$ cat config.mk
export PLATFORM = sky130hd
export DESIGN_NAME = periph_clock_gate
export DESIGN_NICKNAME = d
export VERILOG_FILES = /design/src/verilog/clock_gate_pkg.sv /design/src/verilog/gclk_cell.sv /design/src/verilog/ahb_reg_port.sv /design/src/verilog/periph_clock_gate.sv
export SDC_FILE = /design/constraint.sdc
export NUM_CORES = 1
export LEC_CHECK = 0
export ABC_AREA = 1
export BUFFER_PORTS_ARGS = -buffer_cell sky130_fd_sc_hd__buf_2
export CAP_MARGIN = 10
export CORE_ASPECT_RATIO = 1.2
export CORE_MARGIN = 2
export CORE_UTILIZATION = 54
export DETAILED_ROUTE_END_ITERATION = 12
export PLACE_DENSITY = 0.76
export SLEW_MARGIN = 20
export SYNTH_ARGS = -nofsm -noshare
export SYNTH_HDL_FRONTEND = slang
export SYNTH_HIERARCHICAL = 1
export SYNTH_SLANG_ARGS = --single-unit
$ cat constraint.sdc
create_clock -name clock -period 1.9 [get_ports clock]
set_input_delay 0.475 -clock clock [delete_from_list [all_inputs] [get_ports clock]]
set_output_delay 0.475 -clock clock [all_outputs]
set_load 0.05 [all_outputs]
$ cat src/verilog/clock_gate_pkg.sv
// Package for the peripheral clock gating block: register offsets, masks,
// reset values, field positions and the register select enumeration.
// Assumes a 32-bit AHB-Lite register port and one system clock domain.
package clock_gate_pkg;

  // Byte offsets of the three gating registers
  localparam logic [7:0]  HS_GATE_OFFSET = 8'h14;         // high_speed_bus_clock_gate
  localparam logic [7:0]  P2_GATE_OFFSET = 8'h18;         // periph_bus2_clock_gate
  localparam logic [7:0]  P1_GATE_OFFSET = 8'h1C;         // periph_bus1_clock_gate

  // Writable bits; everything else reads zero
  localparam logic [31:0] HS_GATE_MASK   = 32'h0002_1005;
  localparam logic [31:0] P2_GATE_MASK   = 32'h0000_5A1D;
  localparam logic [31:0] P1_GATE_MASK   = 32'h102E_0803;

  // Reset values
  localparam logic [31:0] HS_GATE_RESET  = 32'h0002_1004;
  localparam logic [31:0] P2_GATE_RESET  = 32'h0000_0000;
  localparam logic [31:0] P1_GATE_RESET  = 32'h0000_0000;

  // High-speed bus field positions
  localparam int POWER_DELIVERY_CLOCK_ON = 17;
  localparam int FULLSPEED_USB_CLOCK_ON  = 12;
  localparam int SRAM_SLEEP_CLOCK_ON     = 2;
  localparam int DMA_CLOCK_ON            = 0;

  // Second peripheral bus field positions
  localparam int SERIAL1_CLOCK_ON        = 14;
  localparam int SPI_CLOCK_ON            = 12;
  localparam int ADVANCED_TIMER_CLOCK_ON = 11;
  localparam int ADC_CLOCK_ON            = 9;
  localparam int PORT_C_CLOCK_ON         = 4;
  localparam int PORT_B_CLOCK_ON         = 3;
  localparam int PORT_A_CLOCK_ON         = 2;
  localparam int ALT_FUNCTION_CLOCK_ON   = 0;

  // First peripheral bus field positions
  localparam int POWER_IF_CLOCK_ON       = 28;
  localparam int I2C_CLOCK_ON            = 21;
  localparam int SERIAL4_CLOCK_ON        = 19;
  localparam int SERIAL3_CLOCK_ON        = 18;
  localparam int SERIAL2_CLOCK_ON        = 17;
  localparam int WINDOW_WATCHDOG_CLOCK_ON = 11;
  localparam int TIMER3_CLOCK_ON         = 1;
  localparam int TIMER2_CLOCK_ON         = 0;

  // Number of gated clocks
  localparam int GATE_COUNT              = 20;

  // Bus encodings
  localparam logic [2:0]  HSIZE_WORD     = 3'h2;
  localparam logic        HRESP_OKAY     = 1'h0;

  // Register selected by a bus access
  typedef enum logic [1:0]
  {
    SEL_NONE = 2'b00,
    SEL_HS   = 2'b01,
    SEL_P2   = 2'b10,
    SEL_P1   = 2'b11
  } reg_sel_t;

endpackage : clock_gate_pkg

$ cat src/verilog/gclk_cell.sv
// One gated clock: a half-rate clock that only ever stops low.
// Assumes enable comes from logic on the same clock.
`timescale 1ns/1ns
module gclk_cell
  import clock_gate_pkg::*;
(
  input  wire logic clock,
  input  wire logic srst,
  input  wire logic enable,
  output logic      gclk
);

  // Whole state
  typedef struct packed
  {
    logic gclk_r;                                         // Gated clock level
  } cell_state_t;

  cell_state_t st_r;
  cell_state_t st_nxt;

  // High phase always completes; low phase holds while disabled
  always_comb
  begin
    st_nxt        = st_r;
    st_nxt.gclk_r = st_r.gclk_r ? 1'b0 : enable;
  end

  // State register
  always_ff @(posedge clock)
  begin
    if (srst)
      st_r <= '0;
    else
      st_r <= st_nxt;
  end

  assign gclk = st_r.gclk_r;

  AST_GCLK_STOPS: assert property (@(posedge clock) disable iff (srst)
    !enable |=> !gclk)
    else $error("gated clock ran while disabled");

  // The edge that still sees reset sampled high holds the cell low, so it is no start
  AST_GCLK_RUNS: assert property (@(posedge clock) disable iff (srst)
    (enable && !srst) |=> (gclk != $past(gclk)))
    else $error("gated clock stalled while enabled");

  AST_GCLK_WHOLE: assert property (@(posedge clock) disable iff (srst)
    $rose(gclk) |=> !gclk ##1 (!gclk || $past(enable)))
    else $error("gated clock pulse truncated or stretched");

endmodule : gclk_cell

$ cat src/verilog/ahb_reg_port.sv
// AHB-Lite slave front end: decodes the address phase and holds the
// write select for the data phase. Zero wait states, always OKAY.
// Assumes word transfers; hready is this slave's own hreadyout.
`timescale 1ns/1ns
module ahb_reg_port
  import clock_gate_pkg::*;
#(
  parameter int ADDR_W = 8                                // Decoded address bits
)
(
  input  wire logic        clock,
  input  wire logic        srst,
  input  wire logic        hsel,
  input  wire logic [31:0] haddr,
  input  wire logic [1:0]  htrans,
  input  wire logic        hwrite,
  input  wire logic [2:0]  hsize,
  input  wire logic        hready,
  output logic             hreadyout,
  output logic             hresp,
  output reg_sel_t         rd_sel,
  output logic             rd_req,
  output reg_sel_t         wr_sel
);

  // Offsets must fit in the decoded bits
  if (ADDR_W < 8 || ADDR_W > 32)
    $error("ADDR_W must be 8 to 32");

  // Whole state
  typedef struct packed
  {
    reg_sel_t wr_sel_r;                                   // Write pending in data phase
    logic     hready_r;                                   // Ready answer
    logic     hresp_r;                                    // Response, always OKAY
  } port_state_t;

  port_state_t st_r;
  port_state_t st_nxt;
  reg_sel_t    addr_sel;
  logic        addr_phase;

  // Decode of the address phase; unmapped gives SEL_NONE
  always_comb
  begin
    addr_phase = hsel && htrans[1] && hready && (hsize == HSIZE_WORD);
    addr_sel   = SEL_NONE;
    if (haddr[ADDR_W-1:0] == ADDR_W'(HS_GATE_OFFSET))
      addr_sel = SEL_HS;
    else if (haddr[ADDR_W-1:0] == ADDR_W'(P2_GATE_OFFSET))
      addr_sel = SEL_P2;
    else if (haddr[ADDR_W-1:0] == ADDR_W'(P1_GATE_OFFSET))
      addr_sel = SEL_P1;
    st_nxt          = st_r;
    st_nxt.hready_r = 1'b1;
    st_nxt.hresp_r  = HRESP_OKAY;
    st_nxt.wr_sel_r = (addr_phase && hwrite) ? addr_sel : SEL_NONE;
  end

  // State register
  always_ff @(posedge clock)
  begin
    if (srst)
      st_r <= '{wr_sel_r: SEL_NONE, hready_r: 1'b1, hresp_r: HRESP_OKAY};
    else
      st_r <= st_nxt;
  end

  assign hreadyout = st_r.hready_r;
  assign hresp     = st_r.hresp_r;
  assign wr_sel    = st_r.wr_sel_r;
  assign rd_req    = addr_phase && !hwrite;
  assign rd_sel    = addr_sel;

  AST_ZERO_WAIT: assert property (@(posedge clock) disable iff (srst)
    hreadyout && (hresp == HRESP_OKAY))
    else $error("slave inserted a wait state or error");

endmodule : ahb_reg_port

$ cat src/verilog/periph_clock_gate.sv
// Peripheral clock gating: three gating registers on AHB-Lite and
// twenty half-rate gated clocks, each stopping only in its low phase.
// Assumes one system clock, a synchronous high reset and a sleep_mode
// level driven by logic on the same clock.
//
// Local design decision: the AHB-Lite slave port.
`timescale 1ns/1ns

module periph_clock_gate
  import clock_gate_pkg::*;
#(
  parameter int ADDR_W = 8                                // Decoded address bits
)
(
  input  wire logic        clock,
  input  wire logic        srst,
  // AHB-Lite slave
  input  wire logic        hsel,
  input  wire logic [31:0] haddr,
  input  wire logic [1:0]  htrans,
  input  wire logic        hwrite,
  input  wire logic [2:0]  hsize,
  input  wire logic        hready,
  input  wire logic [31:0] hwdata,
  output logic [31:0]      hrdata,
  output logic             hreadyout,
  output logic             hresp,
  // System sleep state
  input  wire logic        sleep_mode,
  // Gated clocks, high-speed bus
  output logic             power_delivery_gclk,
  output logic             fullspeed_usb_gclk,
  output logic             sram_gclk,
  output logic             dma_gclk,
  // Gated clocks, second peripheral bus
  output logic             serial1_gclk,
  output logic             spi_gclk,
  output logic             advanced_timer_gclk,
  output logic             adc_gclk,
  output logic             port_c_gclk,
  output logic             port_b_gclk,
  output logic             port_a_gclk,
  output logic             alt_function_gclk,
  // Gated clocks, first peripheral bus
  output logic             power_if_gclk,
  output logic             i2c_gclk,
  output logic             serial4_gclk,
  output logic             serial3_gclk,
  output logic             serial2_gclk,
  output logic             window_watchdog_gclk,
  output logic             timer3_gclk,
  output logic             timer2_gclk
);

  // Whole state of the block
  typedef struct packed
  {
    logic [31:0] hs_gate_r;                               // high_speed_bus_clock_gate
    logic [31:0] p2_gate_r;                               // periph_bus2_clock_gate
    logic [31:0] p1_gate_r;                               // periph_bus1_clock_gate
    logic [31:0] hrdata_r;                                // Read data of the data phase
  } gate_state_t;

  gate_state_t st_r;
  gate_state_t st_nxt;

  // Bus front-end results
  reg_sel_t    rd_sel;                                    // Register read in this address phase
  logic        rd_req;                                    // Read address phase taken
  reg_sel_t    wr_sel;                                    // Register written in this data phase

  // Per-clock enables and gated clocks, index order below
  logic [GATE_COUNT-1:0] gate_en;
  logic [GATE_COUNT-1:0] gclk_vec;

  // Address phase decode and ready/response
  ahb_reg_port #(
    .ADDR_W    (ADDR_W)
  ) u_port (
    .clock     (clock),
    .srst      (srst),
    .hsel      (hsel),
    .haddr     (haddr),
    .htrans    (htrans),
    .hwrite    (hwrite),
    .hsize     (hsize),
    .hready    (hready),
    .hreadyout (hreadyout),
    .hresp     (hresp),
    .rd_sel    (rd_sel),
    .rd_req    (rd_req),
    .wr_sel    (wr_sel)
  );

  // Register update and read data
  // Reading from the next-state copy forwards a write in its data phase
  // to a read address phase in the same cycle, so back-to-back write then
  // read of one register returns the new value.
  always_comb
  begin
    st_nxt = st_r;
    // Data phase write; masking keeps reserved bits at zero
    case (wr_sel)
      SEL_HS:
        st_nxt.hs_gate_r = hwdata & HS_GATE_MASK;
      SEL_P2:
        st_nxt.p2_gate_r = hwdata & P2_GATE_MASK;
      SEL_P1:
        st_nxt.p1_gate_r = hwdata & P1_GATE_MASK;
      default:
        st_nxt.hs_gate_r = st_r.hs_gate_r;                // Unmapped write ignored
    endcase
    // Address phase read, presented in the following data phase
    if (rd_req)
    begin
      case (rd_sel)
        SEL_HS:
          st_nxt.hrdata_r = st_nxt.hs_gate_r;
        SEL_P2:
          st_nxt.hrdata_r = st_nxt.p2_gate_r;
        SEL_P1:
          st_nxt.hrdata_r = st_nxt.p1_gate_r;
        default:
          st_nxt.hrdata_r = 32'h0000_0000;                // Unmapped reads zero
      endcase
    end
  end

  // State register with documented reset values
  always_ff @(posedge clock)
  begin
    if (srst)
    begin
      st_r.hs_gate_r <= HS_GATE_RESET;
      st_r.p2_gate_r <= P2_GATE_RESET;
      st_r.p1_gate_r <= P1_GATE_RESET;
      st_r.hrdata_r  <= 32'h0000_0000;
    end
    else
      st_r <= st_nxt;
  end

  assign hrdata = st_r.hrdata_r;

  // Enable per gated clock
  // SRAM clock always runs while awake; the bit only matters in sleep.
  always_comb
  begin
    gate_en[0]  = st_r.hs_gate_r[POWER_DELIVERY_CLOCK_ON];
    gate_en[1]  = st_r.hs_gate_r[FULLSPEED_USB_CLOCK_ON];
    gate_en[2]  = st_r.hs_gate_r[SRAM_SLEEP_CLOCK_ON] || !sleep_mode;
    gate_en[3]  = st_r.hs_gate_r[DMA_CLOCK_ON];
    gate_en[4]  = st_r.p2_gate_r[SERIAL1_CLOCK_ON];
    gate_en[5]  = st_r.p2_gate_r[SPI_CLOCK_ON];
    gate_en[6]  = st_r.p2_gate_r[ADVANCED_TIMER_CLOCK_ON];
    gate_en[7]  = st_r.p2_gate_r[ADC_CLOCK_ON];
    gate_en[8]  = st_r.p2_gate_r[PORT_C_CLOCK_ON];
    gate_en[9]  = st_r.p2_gate_r[PORT_B_CLOCK_ON];
    gate_en[10] = st_r.p2_gate_r[PORT_A_CLOCK_ON];
    gate_en[11] = st_r.p2_gate_r[ALT_FUNCTION_CLOCK_ON];
    gate_en[12] = st_r.p1_gate_r[POWER_IF_CLOCK_ON];
    gate_en[13] = st_r.p1_gate_r[I2C_CLOCK_ON];
    gate_en[14] = st_r.p1_gate_r[SERIAL4_CLOCK_ON];
    gate_en[15] = st_r.p1_gate_r[SERIAL3_CLOCK_ON];
    gate_en[16] = st_r.p1_gate_r[SERIAL2_CLOCK_ON];
    gate_en[17] = st_r.p1_gate_r[WINDOW_WATCHDOG_CLOCK_ON];
    gate_en[18] = st_r.p1_gate_r[TIMER3_CLOCK_ON];
    gate_en[19] = st_r.p1_gate_r[TIMER2_CLOCK_ON];
  end

  // One glitch-free gate per peripheral clock
  // Half rate is the price of making each gated clock a flop output.
  for (genvar g = 0; g < GATE_COUNT; g++)
  begin : g_gate
    gclk_cell u_cell (
      .clock  (clock),
      .srst   (srst),
      .enable (gate_en[g]),
      .gclk   (gclk_vec[g])
    );
  end

  // Gated clocks to the ports
  assign power_delivery_gclk  = gclk_vec[0];
  assign fullspeed_usb_gclk   = gclk_vec[1];
  assign sram_gclk            = gclk_vec[2];
  assign dma_gclk             = gclk_vec[3];
  assign serial1_gclk         = gclk_vec[4];
  assign spi_gclk             = gclk_vec[5];
  assign advanced_timer_gclk  = gclk_vec[6];
  assign adc_gclk             = gclk_vec[7];
  assign port_c_gclk          = gclk_vec[8];
  assign port_b_gclk          = gclk_vec[9];
  assign port_a_gclk          = gclk_vec[10];
  assign alt_function_gclk    = gclk_vec[11];
  assign power_if_gclk        = gclk_vec[12];
  assign i2c_gclk             = gclk_vec[13];
  assign serial4_gclk         = gclk_vec[14];
  assign serial3_gclk         = gclk_vec[15];
  assign serial2_gclk         = gclk_vec[16];
  assign window_watchdog_gclk = gclk_vec[17];
  assign timer3_gclk          = gclk_vec[18];
  assign timer2_gclk          = gclk_vec[19];

  // Reset values seen in the first cycle after release
  AST_HS_RESET: assert property (@(posedge clock) disable iff (srst)
    $fell(srst) |-> (st_r.hs_gate_r == 32'h0002_1004))
    else $error("high-speed gate register reset value wrong");

  AST_P2_RESET: assert property (@(posedge clock) disable iff (srst)
    $fell(srst) |-> (st_r.p2_gate_r == 32'h0000_0000))
    else $error("second bus gate register reset value wrong");

  AST_P1_RESET: assert property (@(posedge clock) disable iff (srst)
    $fell(srst) |-> (st_r.p1_gate_r == 32'h0000_0000))
    else $error("first bus gate register reset value wrong");

  // DMA and USB clocks idle / running after reset
  AST_RESET_CLOCKS: assert property (@(posedge clock) disable iff (srst)
    $fell(srst) |-> !dma_gclk ##1 (!dma_gclk && fullspeed_usb_gclk && power_delivery_gclk))
    else $error("clock state after reset wrong");

  // Reserved bits never set
  AST_RSVD_ZERO: assert property (@(posedge clock) disable iff (srst)
    ((st_r.hs_gate_r & ~32'h0002_1005) == 32'h0) && ((st_r.p2_gate_r & ~32'h0000_5A1D) == 32'h0)
    && ((st_r.p1_gate_r & ~32'h102E_0803) == 32'h0))
    else $error("reserved gate bit set");

  // A write lands one edge after its data phase; its clock follows one edge later
  AST_P2_WRITE: assert property (@(posedge clock) disable iff (srst)
    (wr_sel == SEL_P2) |=> (st_r.p2_gate_r == ($past(hwdata) & 32'h0000_5A1D))
    ##1 (serial1_gclk == 1'b0 || $past(hwdata[14], 2)))
    else $error("second bus gate write not taken");

  // Watchdog clock follows its bit two edges after the write
  AST_WDG_FOLLOWS: assert property (@(posedge clock) disable iff (srst)
    ((wr_sel == SEL_P1) && !hwdata[11]) |=> ##1 !window_watchdog_gclk)
    else $error("watchdog clock not stopped");

  // Unmapped read returns zero
  AST_UNMAPPED_READ: assert property (@(posedge clock) disable iff (srst)
    (rd_req && (rd_sel == SEL_NONE)) |=> (hrdata == 32'h0000_0000))
    else $error("unmapped read not zero");

  // Sleep with SRAM bit clear stops that clock
  AST_SRAM_SLEEP: assert property (@(posedge clock) disable iff (srst)
    (sleep_mode && !st_r.hs_gate_r[SRAM_SLEEP_CLOCK_ON]) |=> !sram_gclk)
    else $error("SRAM clock ran in sleep while disabled");

  // Awake, the SRAM clock toggles whatever its bit holds
  AST_SRAM_AWAKE: assert property (@(posedge clock) disable iff (srst)
    (!sleep_mode && !srst) |=> (sram_gclk != $past(sram_gclk)))
    else $error("SRAM clock stalled while awake");

  // High-speed register write lands masked
  AST_HS_WRITE: assert property (@(posedge clock) disable iff (srst)
    (wr_sel == SEL_HS) |=> (st_r.hs_gate_r == ($past(hwdata) & HS_GATE_MASK)))
    else $error("high-speed gate write not taken");

  // First peripheral bus register write lands masked
  AST_P1_WRITE: assert property (@(posedge clock) disable iff (srst)
    (wr_sel == SEL_P1) |=> (st_r.p1_gate_r == ($past(hwdata) & P1_GATE_MASK)))
    else $error("first bus gate write not taken");

  // Read of the first bus register returns its current contents
  AST_P1_READ: assert property (@(posedge clock) disable iff (srst)
    (rd_req && (rd_sel == SEL_P1)) |=> (hrdata == st_r.p1_gate_r))
    else $error("first bus gate read data wrong");

  // DMA clock held low while its bit is clear
  AST_DMA_GATED: assert property (@(posedge clock) disable iff (srst)
    !st_r.hs_gate_r[DMA_CLOCK_ON] |=> !dma_gclk)
    else $error("DMA clock ran while disabled");

  // Port A clock held low while its bit is clear
  AST_PORT_A_GATED: assert property (@(posedge clock) disable iff (srst)
    !st_r.p2_gate_r[PORT_A_CLOCK_ON] |=> !port_a_gclk)
    else $error("port A clock ran while disabled");

  // Timer 2 clock toggles while its bit is set; reset edge excluded
  AST_TIMER2_RUNS: assert property (@(posedge clock) disable iff (srst)
    (st_r.p1_gate_r[TIMER2_CLOCK_ON] && !srst) |=> (timer2_gclk != $past(timer2_gclk)))
    else $error("timer 2 clock stalled while enabled");

  COV_WRITE_HS: cover property (@(posedge clock) disable iff (srst) wr_sel == SEL_HS);
  COV_READ_P1: cover property (@(posedge clock) disable iff (srst) rd_req && (rd_sel == SEL_P1));
  COV_DMA_RUN: cover property (@(posedge clock) disable iff (srst) $rose(dma_gclk));
  COV_SLEEP_STOP: cover property (@(posedge clock) disable iff (srst) sleep_mode && $fell(sram_gclk));

endmodule : periph_clock_gate

==> results.py, run 1 <==
metrics = {
    "critical_path": {
        "crit_path_end_kind": "output pin",
        "cp_cell_sequence": "buf_2",
        "crit_family": "flip-flops",
        "worstSetupPathType": "reg2out",
        "startpoint_type": "flop",
        "startpoint": "g_gate[17].u_cell/gclk$_SDFF_PP0_",
        "crit_arrival_ns": 1.06,
        "critical_path_required_ns": 1.42,
        "critical_path_buf_inv_count": 1,
        "r2r_start": "u_port/wr_sel[1]$_SDFF_PP0_",
        "critPathSlowestCell": "dfxtp_1",
        "cp_max_fo": 2,
        "slowest_delay_ns": 0.37,
    },
    "layout": {
        "syn2layout_area_growth_pct": 15.0,
        "diodes": 0,
        "final_core_util_pct": 63.9,
        "drive_gt1_share_pct": 21.5,
        "layout.nets": 918,
    },
    "synth": {
        "synth_top_family_by_area": "simple AND/OR/NAND/NOR gates",
        "synth-compound-area-share_pct": 5.63,
        "synthTopCellsByCount": "220 x nand2_1, 150 x dfxtp_1, 100 x nor2_1, 93 x nand3_1, 62 x inv_1",
        "muxShareOfSynthArea_pct": 0,
        "ys.warnings.count": 6,
        "synth_top_area_share_pct": 48.9,
        "synth_most_common_cell": "nand2_1",
        "synth_fa_ha_area_share_pct": 0,
        "synthTopCellsByArea": "dfxtp_1 49%, nand2_1 13%, nand3_1 7.6%, nor2_1 6.1%, buf_4 5.6%",
        "synthCells": 804,
        "synthXorXnorAreaFrac_pct": 0,
        "synth-async-reset-ratio_pct": 0,
        "synth_area_um2": 6130,
        "yosys_register_bits": 150,
        "synth_simple_gate_area_share_pct": 32.1,
        "synth_largest_area_cell": "dfxtp_1",
        "yosys_most_used_dff": "dfxtp_1",
        "yosysSeqAreaShare_pct": 48.9,
        "syn_avg_cell_area_um2": 7.63,
        "syn_nets": 879,
        "synthDistinctLibCells": 24,
        "synth-edff-count": 0,
    },
    "floorplanning": {
        "die_h_um": 121,
        "ios": 129,
        "row_count": 42,
        "die-area_um2": 12200,
        "start_util_pct": 55.6,
        "core-area_um2": 11000,
        "die_w_um": 101,
    },
    "detailed_routing": {
        "first_pass_iters": 5,
        "drcViolationCount": 0,
        "dr.first_iter.drc_count": 263,
        "routedWlPerCell_um": 12.2,
        "wirelength_mm": 12.1,
        "routed-via-count": 4882,
        "via_per_inst": 4.94,
        "ant_nets": 0,
    },
    "min_path": {
        "min_from": "sleep_mode",
        "worstHoldPathType": "in2reg",
    },
    "status": {
        "outcome": "finished, final reports clean",
    },
    "clock_tree": {
        "postCtsHoldBufs": 0,
        "insertion_delay_ns": 0.42,
        "clockBufferDepth": 2,
        "cts_sinks": 150,
        "cts_tree": "yes",
        "cts_buffers": 17,
        "postCtsSetupRepairBufs": 0,
        "cts-htree-levels": 4,
        "cts.clk_slew.worst_paths_ns": 0.06,
        "cts.repair.resized": 0,
        "clockRootBuffer": "clkbuf_16",
    },
    "timing": {
        "slew_violations": 0,
        "hold_viol_final": 0,
        "fin_crit_ns": 1.54,
        "fmax_ghz": 0.650,
        "grt_setup_unrepaired": "false",
        "setup_violations": 0,
        "tns_ns": 0,
        "min_period_over_period_pct": 81.0,
        "clock_skew_ns": 0.00685,
    },
    "place": {
        "io_buffers": 83,
        "gp_routability_congestion": 0.799,
        "dp_hpwl_mm": 7.82,
    },
    "global_routing": {
        "gr-total-overflow": 0,
        "grt_pass1_wl_mm": 20.5,
        "grt_pass1_vias": 4481,
        "antenna_found_initial": 0,
        "grt_start_max_net_pins": 62,
        "track_usage_pct": 21.2,
    },
    "power_and_ir_drop": {
        "leakagePower_nw": 2.99,
        "irDropWorstVdd_uv": 564,
        "powerDensity_nw_per_um2": 938,
    },
    "run": {
        "maxCapViolations": 0,
    },
}
-- per-stage QoR --
step / hold slack, ns / instances / power (mW) / instance area, µm² / worst slack (ns)
after CTS: 0.312 / 988 / 6.68 / 7050 / 0.337
after global placement: 0.424 / 956 / 3.38 / 6460 / 0.0261
after global routing: 0.338 / 988 / 6.86 / 7050 / 0.256
after detailed placement: 0.426 / 956 / 3.38 / 6460 / 0.00757
final: 0.321 / 988 / 6.62 / 7050 / 0.361
after floorplan: 0.417 / 804 / 3.31 / 6130 / 0.320
-- metal layers --
layer	vias up	GRT usage (%)	wire (µm)
met5	-	0	0
met4	0	7.77	187
met3	16	5.14	586
met2	104	36.2	5940
met1	2222	25.5	5350
li1	2540	-	-
-- state kept, by name (all words and copies together), names as in the netlist --
name                cells
u_port/wr_sel           2
g_gate.u_cell/gclk     20
gate_en                19
hrdata                 32
st_r                   77
-- cell usage in the layout, fill, tap and decap left out --
cell / count
a21oi_1: 32
buf_12: 12
buf_2: 82
buf_4: 7
bufinv_16: 2
clkbuf_1: 2
clkbuf_16: 17
clkbuf_8: 3
clkinv_2: 3
clkinv_4: 2
clkinvlp_4: 2
conb_1: 2
dfxtp_1: 150
inv_1: 62
inv_2: 3
inv_4: 2
inv_6: 2
nand2_1: 220
nand2_2: 2
nand2_4: 2
nand3_1: 93
nand3_2: 8
nand3b_1: 4
nor2_1: 99
nor2_2: 23
nor2_4: 2
o211ai_1: 8
o211ai_2: 10
-- report_power, final --
part,switching [mW],internal [mW]
clock network,1.26,2.04
logic,0.111,0.0523
registers,0.00189,3.15
total,1.37,5.25
-- cell families (layout without fill, tap and decap cells) --
group | count (synthesis) | after routing
DFF | 150 | 150
buffers and inverters | 149 | 201
other | 2 | 2
and+or+nand+nor | 453 | 453
AOI/OAI and AO/OA | 50 | 50
-- path summary, 6_finish.rpt --
path / to / depth (start not counted) / slack (ns)
hold reg to reg: st_r[127]$_SDFF_PP0_ / 2 / 0.44
setup reg to reg: hrdata[11]$_SDFFE_PP0P_ / 7 / 0.40
setup / recovery: window_watchdog_gclk / 1 / 0.36
hold / removal: g_gate[2].u_cell/gclk$_SDFF_PP0_ / 4 / 0.32
-- area by class of cell --
class / instances / area [µm²]
inverters: 68 / 262
clock buffers: 22 / 474
repair buffers: 101 / 703
clock inverters: 10 / 120
fillers: 989 / 3980
flip-flops and latches: 150 / 3000
multi-input cells: 505 / 2330
well taps: 132 / 165
No activity file was read; power rests on OpenSTA's default activity.
==> run 2: changes to the inputs <==
- clock period: 1.9 -> 1.5 ns (I/O delays scaled with it)
==> results.py, run 2 (synthesis gave the netlist of run 1 again) <==
metrics = {
    "status": {
        "outcome": "finished, final reports clean",
    },
    "global_routing": {
        "grt_pass1_vias": 4492,
        "grt_pass1_wl_mm": 20.7,
        "track_usage_pct": 21.5,
        "gr-total-overflow": 0,
        "grt_start_max_net_pins": 33,
        "antenna_found_initial": 0,
    },
    "clock_tree": {
        "clockRootBuffer": "clkbuf_16",
        "cts_buffers": 17,
        "clockBufferDepth": 2,
        "cts_sinks": 150,
        "cts_tree": "yes",
        "cts.clk_slew.worst_paths_ns": 0.06,
        "insertion_delay_ns": 0.42,
        "postCtsSetupRepairBufs": 0,
        "cts-htree-levels": 4,
    },
    "critical_path": {
        "crit_arrival_ns": 1.04,
        "crit_family": "flip-flops",
        "worstSetupPathType": "reg2out",
        "cp_max_fo": 2,
        "critical_path_required_ns": 1.12,
        "slowest_delay_ns": 0.36,
        "cp_cell_sequence": "buf_2",
        "crit_path_end_kind": "output pin",
        "critical_path_buf_inv_count": 1,
        "startpoint_type": "flop",
        "critPathSlowestCell": "dfxtp_1",
    },
    "layout": {
        "finalNonFillerCells": 1002,
        "drive_gt1_share_pct": 22.9,
        "largest_reg_flops": 77,
        "syn2layout_area_growth_pct": 17.3,
        "regMostFlops": "st_r",
        "final_common_cell": "nand2_1",
        "design_area_um2": 7190,
        "layout.nets": 932,
        "diodes": 0,
        "final_cell_mix": "220 x nand2_1, 150 x dfxtp_1, 99 x nor2_1",
    },
    "detailed_routing": {
        "wirelength_mm": 12.5,
        "routed-via-count": 4914,
        "routedWlPerCell_um": 12.4,
        "ant_nets": 0,
        "wl_met3_um": 496,
        "drcViolationCount": 0,
        "wl_met1_mm": 5.35,
        "highest-signal-layer": "met4",
        "first_pass_iters": 5,
        "wl_met2_mm": 6.50,
        "via_per_inst": 4.90,
        "dr.first_iter.drc_count": 235,
    },
    "timing": {
        "holdWs_ns": 0.230,
        "hold_viol_final": 0,
        "tns_ns": 0,
        "slew_violations": 0,
        "setup_violations": 0,
        "worst_slack_ns": 0.0839,
        "min_period_over_period_pct": 94.4,
        "grt_setup_unrepaired": "false",
        "clock_skew_ns": 0.00835,
        "fmax_ghz": 0.706,
        "fin_crit_ns": 1.42,
    },
    "floorplanning": {
        "ios": 129,
        "die_h_um": 121,
        "row_count": 42,
        "core-area_um2": 11000,
        "die_w_um": 101,
        "die-area_um2": 12200,
        "start_util_pct": 55.6,
    },
    "place": {
        "io_buffers": 83,
        "gp_routability_congestion": 0.804,
        "dpl_cell_area_um2": 6590,
        "place_ws_ns": -0.282,
        "dp_hpwl_mm": 8.37,
        "place_inst": 970,
    },
    "run": {
        "maxCapViolations": 0,
    },
    "power_and_ir_drop": {
        "leakagePower_nw": 3.07,
        "powerDensity_nw_per_um2": 1180,
        "irDropWorstVdd_uv": 956,
    },
    "min_path": {
        "worstHoldPathType": "in2reg",
    },
}
-- run 2: cell types whose count changed in the layout (fill, tap and decap cells not counted), sizes merged --
cell and change:
buf +14, bufinv +1, clkbuf -3, clkinv +1
inv +1
-- run 2: area by class of cell --
type	count	area, µm²
Timing Repair Buffer	115	833
Fill cell	959	3840
Multi-Input combinational cell	505	2330
Tap cell	132	165
Inverter	68	262
Clock buffer	19	433
Clock inverter	13	171
Sequential cell	150	3000
-- run 2: report_power, final --
group          total, mW  switching, mW  internal (mW)
Sequential          3.99        0.00247           3.99
Clock               4.29           1.66           2.64
Combinational      0.221          0.144         0.0770
Total               8.51           1.80           6.70
-- run 2: path summary, 6_finish.rpt --
path                               start                               end  slack, ns  depth (start not counted)
min reg2reg         st_r[107]$_SDFF_PP0_              st_r[107]$_SDFF_PP0_       0.44                          2
max reg2reg  u_port/wr_sel[1]$_SDFF_PP0_           hrdata[10]$_SDFFE_PP0P_       0.11                          8
max              hrdata[31]$_SDFFE_PP0P_                        hrdata[31]       0.08                          1
min                           sleep_mode  g_gate[2].u_cell/gclk$_SDFF_PP0_       0.23                          4
-- run 2: per-stage QoR --
stage | power, mW | util [%]
floorplan | 4.20 | -
global placement | 4.30 | 59.7
CTS | 8.57 | 65.2
global route | 8.78 | 65.2
detailed placement | 4.30 | 59.7
finish | 8.51 | 65.2
-- run 2: layer usage --
metal,vias to the layer above,track usage (%)
met5,-,0
met4,0,6.84
met3,11,5.32
met2,113,37.3
met1,2222,25.9
li1,2568,-
-- run 2: what timing repair did --
item	CTS	global route
gates resized for setup	0	1
hold endpoints to repair	0	0
setup endpoints to repair	0	12
hold buffers	0	0
==> run 3: changes to the inputs <==
- ABC_AREA: 1 -> not set
- CORE_UTILIZATION: 54 -> 53
==> results.py, run 3 <==
metrics = {
    "global_routing": {
        "met1_usage_pct": 25.5,
        "grt_pass1_wl_mm": 19.9,
        "busiest_layer": "met2",
        "grt_pass1_vias": 4045,
        "gr-total-overflow": 0,
        "met2_usage_pct": 40.1,
        "track_usage_pct": 22.0,
        "use_met3_pct": 5.69,
        "grt_start_max_net_pins": 44,
        "antenna_found_initial": 0,
    },
    "detailed_routing": {
        "ant_nets": 0,
        "via_per_inst": 5.29,
        "first_pass_iters": 5,
        "drcViolationCount": 0,
        "dr.first_iter.drc_count": 151,
        "wirelength_mm": 12.1,
        "routedWlPerCell_um": 16.6,
        "routed-via-count": 3856,
    },
    "clock_tree": {
        "cts_sinks": 150,
        "clockRootBuffer": "clkbuf_16",
        "insertion_delay_ns": 0.42,
        "cts-htree-levels": 4,
        "cts_buffers": 17,
        "clockBufferDepth": 2,
        "postCtsHoldBufs": 0,
        "cts_tree": "yes",
        "cts.clk_slew.worst_paths_ns": 0.06,
    },
    "critical_path": {
        "crit_arrival_ns": 2.09,
        "cp_cell_sequence": "buf_6 -> or4b_4 -> nor3_4 -> buf_6 -> xnor2_1 -> a21boi_2 -> buf_4 -> a222oi_1 -> a211oi_1",
        "startpoint_type": "input port",
        "reg2regPathDepth": 6,
        "cp_max_fo": 5,
        "worstSetupPathType": "in2reg",
        "crit_family": "simple AND/OR/NAND/NOR gates",
        "cp_common_cell": "buf_6",
        "crit_cells": 9,
        "critical_path_required_ns": 1.79,
        "r2r_slack_ns": -0.05,
        "slowest_delay_ns": 0.56,
        "crit_path_end_kind": "flop",
        "endpoint": "hrdata[3]$_SDFFE_PP0P_",
        "startpoint": "haddr[0]",
        "critPathSlowestCell": "or4b_4",
        "reg2reg_to": "hrdata[2]$_SDFFE_PP0P_",
        "r2r_start": "u_port/wr_sel[1]$_SDFF_PP0_",
        "critical_path_buf_inv_count": 3,
    },
    "timing": {
        "hold_viol_final": 0,
        "setup_violations": 32,
        "grt_setup_unrepaired": "true",
        "worst_slack_ns": -0.302,
        "tns_ns": -7.37,
        "fin_crit_ns": 1.80,
        "clock_skew_ns": 0.0148,
        "min_period_over_period_pct": 120,
        "holdWs_ns": 0.220,
        "fmax_ghz": 0.555,
        "slew_violations": 0,
    },
    "synth": {
        "synth_simple_gate_area_share_pct": 19.9,
        "synth-edff-count": 0,
        "syn_avg_cell_area_um2": 11.1,
        "ys.warnings.count": 6,
        "synthTopCellsByArea": "dfxtp_1 54%, and2_1 8.6%, mux2i_1 5.4%, buf_4 5.0%, nor3b_2 4.5%",
        "yosys_register_bits": 150,
        "synth_top_area_share_pct": 53.8,
        "synthXorXnorAreaFrac_pct": 0.314,
        "synth-compound-area-share_pct": 9.78,
        "synth_fa_ha_area_share_pct": 0,
        "muxShareOfSynthArea_pct": 8.21,
        "synthTopCellsByCount": "150 x dfxtp_1, 77 x and2_1, 37 x buf_4, 30 x mux2i_1, 20 x nor3b_2",
        "synth_largest_area_cell": "dfxtp_1",
        "yosysSeqAreaShare_pct": 53.8,
        "synthCells": 502,
        "synth_area_um2": 5580,
        "syn_nets": 577,
        "synthDistinctLibCells": 46,
        "synth_top_family_by_area": "simple AND/OR/NAND/NOR gates",
        "synth-async-reset-ratio_pct": 0,
        "synth_most_common_cell": "dfxtp_1",
        "yosys_most_used_dff": "dfxtp_1",
    },
    "floorplanning": {
        "die_w_um": 97.6,
        "core-area_um2": 10400,
        "die-area_um2": 11400,
        "die_h_um": 116,
        "ios": 129,
        "start_util_pct": 53.8,
        "row_count": 41,
    },
    "power_and_ir_drop": {
        "irDropWorstVdd_uv": 745,
        "powerDensity_nw_per_um2": 1210,
        "leakagePower_nw": 2.91,
    },
    "place": {
        "io_buffers": 83,
        "gp_routability_congestion": 0.796,
        "dp_hpwl_mm": 7.58,
    },
    "layout": {
        "layout.nets": 662,
        "diodes": 0,
        "drive_gt1_share_pct": 38.7,
        "regMostFlops": "st_r",
        "syn2layout_area_growth_pct": 24.7,
        "final_cell_mix": "149 x dfxtp_1, 83 x buf_2, 77 x and2_1",
        "largest_reg_flops": 77,
        "final_common_cell": "dfxtp_1",
    },
    "run": {
        "maxCapViolations": 0,
    },
    "min_path": {
        "min_from": "haddr[2]",
        "worstHoldPathType": "in2reg",
    },
    "status": {
        "violations": "setup timing",
        "outcome": "finished, violations left",
    },
}
-- run 3: changes by cell type in the layout (fill, tap and decap cells not counted), sizes merged, moves of 23 or more --
cell / delta
nand2: -211
nor2: -111
nand3: -89
o21ai: +23
mux2i: +30
and2: +77
a21oi: -27
inv: -63
-- run 3: worst min path at each step --
stage | endpoint | slack [ns] | cells past startpoint
6_report | u_port/wr_sel[0]$_SDFF_PP0_ | 0.22 | 3
5_1_grt | u_port/wr_sel[0]$_SDFF_PP0_ | 0.24 | 3
4_1_cts | u_port/wr_sel[0]$_SDFF_PP0_ | 0.21 | 3
3_5_place_dp | g_gate[18].u_cell/gclk$_SDFF_PP0_ | 0.42 | 1
3_3_place_gp | g_gate[2].u_cell/gclk$_SDFF_PP0_ | 0.42 | 1
2_1_floorplan | st_r[35]$_SDFF_PP0_ | 0.42 | 1
-- run 3: per-stage QoR --
stage | utilization, % | worst slack [ns] | power, mW | std cells | area (µm²)
6_report | 67.1 | -0.302 | 8.45 | 729 | 6960
5_1_grt | 67.1 | -0.378 | 8.68 | 729 | 6960
4_1_cts | 66.0 | -0.253 | 8.47 | 727 | 6840
3_5_place_dp | 58.8 | -0.770 | 4.29 | 689 | 6090
3_3_place_gp | 58.8 | -0.714 | 4.28 | 689 | 6090
2_1_floorplan | - | -0.651 | 4.18 | 502 | 5590
-- run 3: what timing repair did --
item | in CTS | in global routing
gates resized for setup | 26 | 22
endpoints found under the setup margin | 33 | 60
setup buffers | 4 | 1
pin swaps | 23 | 12
cloned | 2 | 1
hold endpoints to repair | 0 | 0
-- run 3: worst min-delay path: stages --
cell and delay (ns):
buf_2 0.09, inv_1 0.08, nor2_1 0.05
-- run 3: where the power goes --
part / internal [mW] / switching, mW / total, mW / leakage [nW]
registers: 3.99 / 0.00385 / 3.99 / 1.21
clock network: 2.56 / 1.67 / 4.23 / 0.277
logic: 0.0816 / 0.140 / 0.222 / 1.43
total: 6.63 / 1.82 / 8.45 / 2.91
-- run 3: logic make-up (layout without fill, tap and decap cells) --
family,count (synthesis),in the layout
flops,150,150
simple gates,163,165
compound gates,78,78
buf+inv,65,161
xor+xnor,2,2
other cells,2,2
mux,42,42
-- run 3: final cells by class --
| cell class | instances | area [µm²] |
|---|---|---|
| clock inverter | 12 | 144 |
| fill | 769 | 3410 |
| multi-input combinational | 289 | 2330 |
| tap | 129 | 161 |
| clock buffer | 20 | 457 |
| inverter | 4 | 15.0 |
| sequential | 150 | 3000 |
| timing repair buffer | 125 | 841 |
-- run 3: metal layers --
| layer | wire length [µm] | vias up | part of all wire (%) |
|---|---|---|---|
| li1 | - | 1861 | - |
| met1 | 5190 | 1869 | 43 |
| met2 | 6170 | 117 | 51 |
| met3 | 630 | 9 | 5.2 |
| met4 | 89 | 0 | 0.74 |
| met5 | 0 | - | 0 |
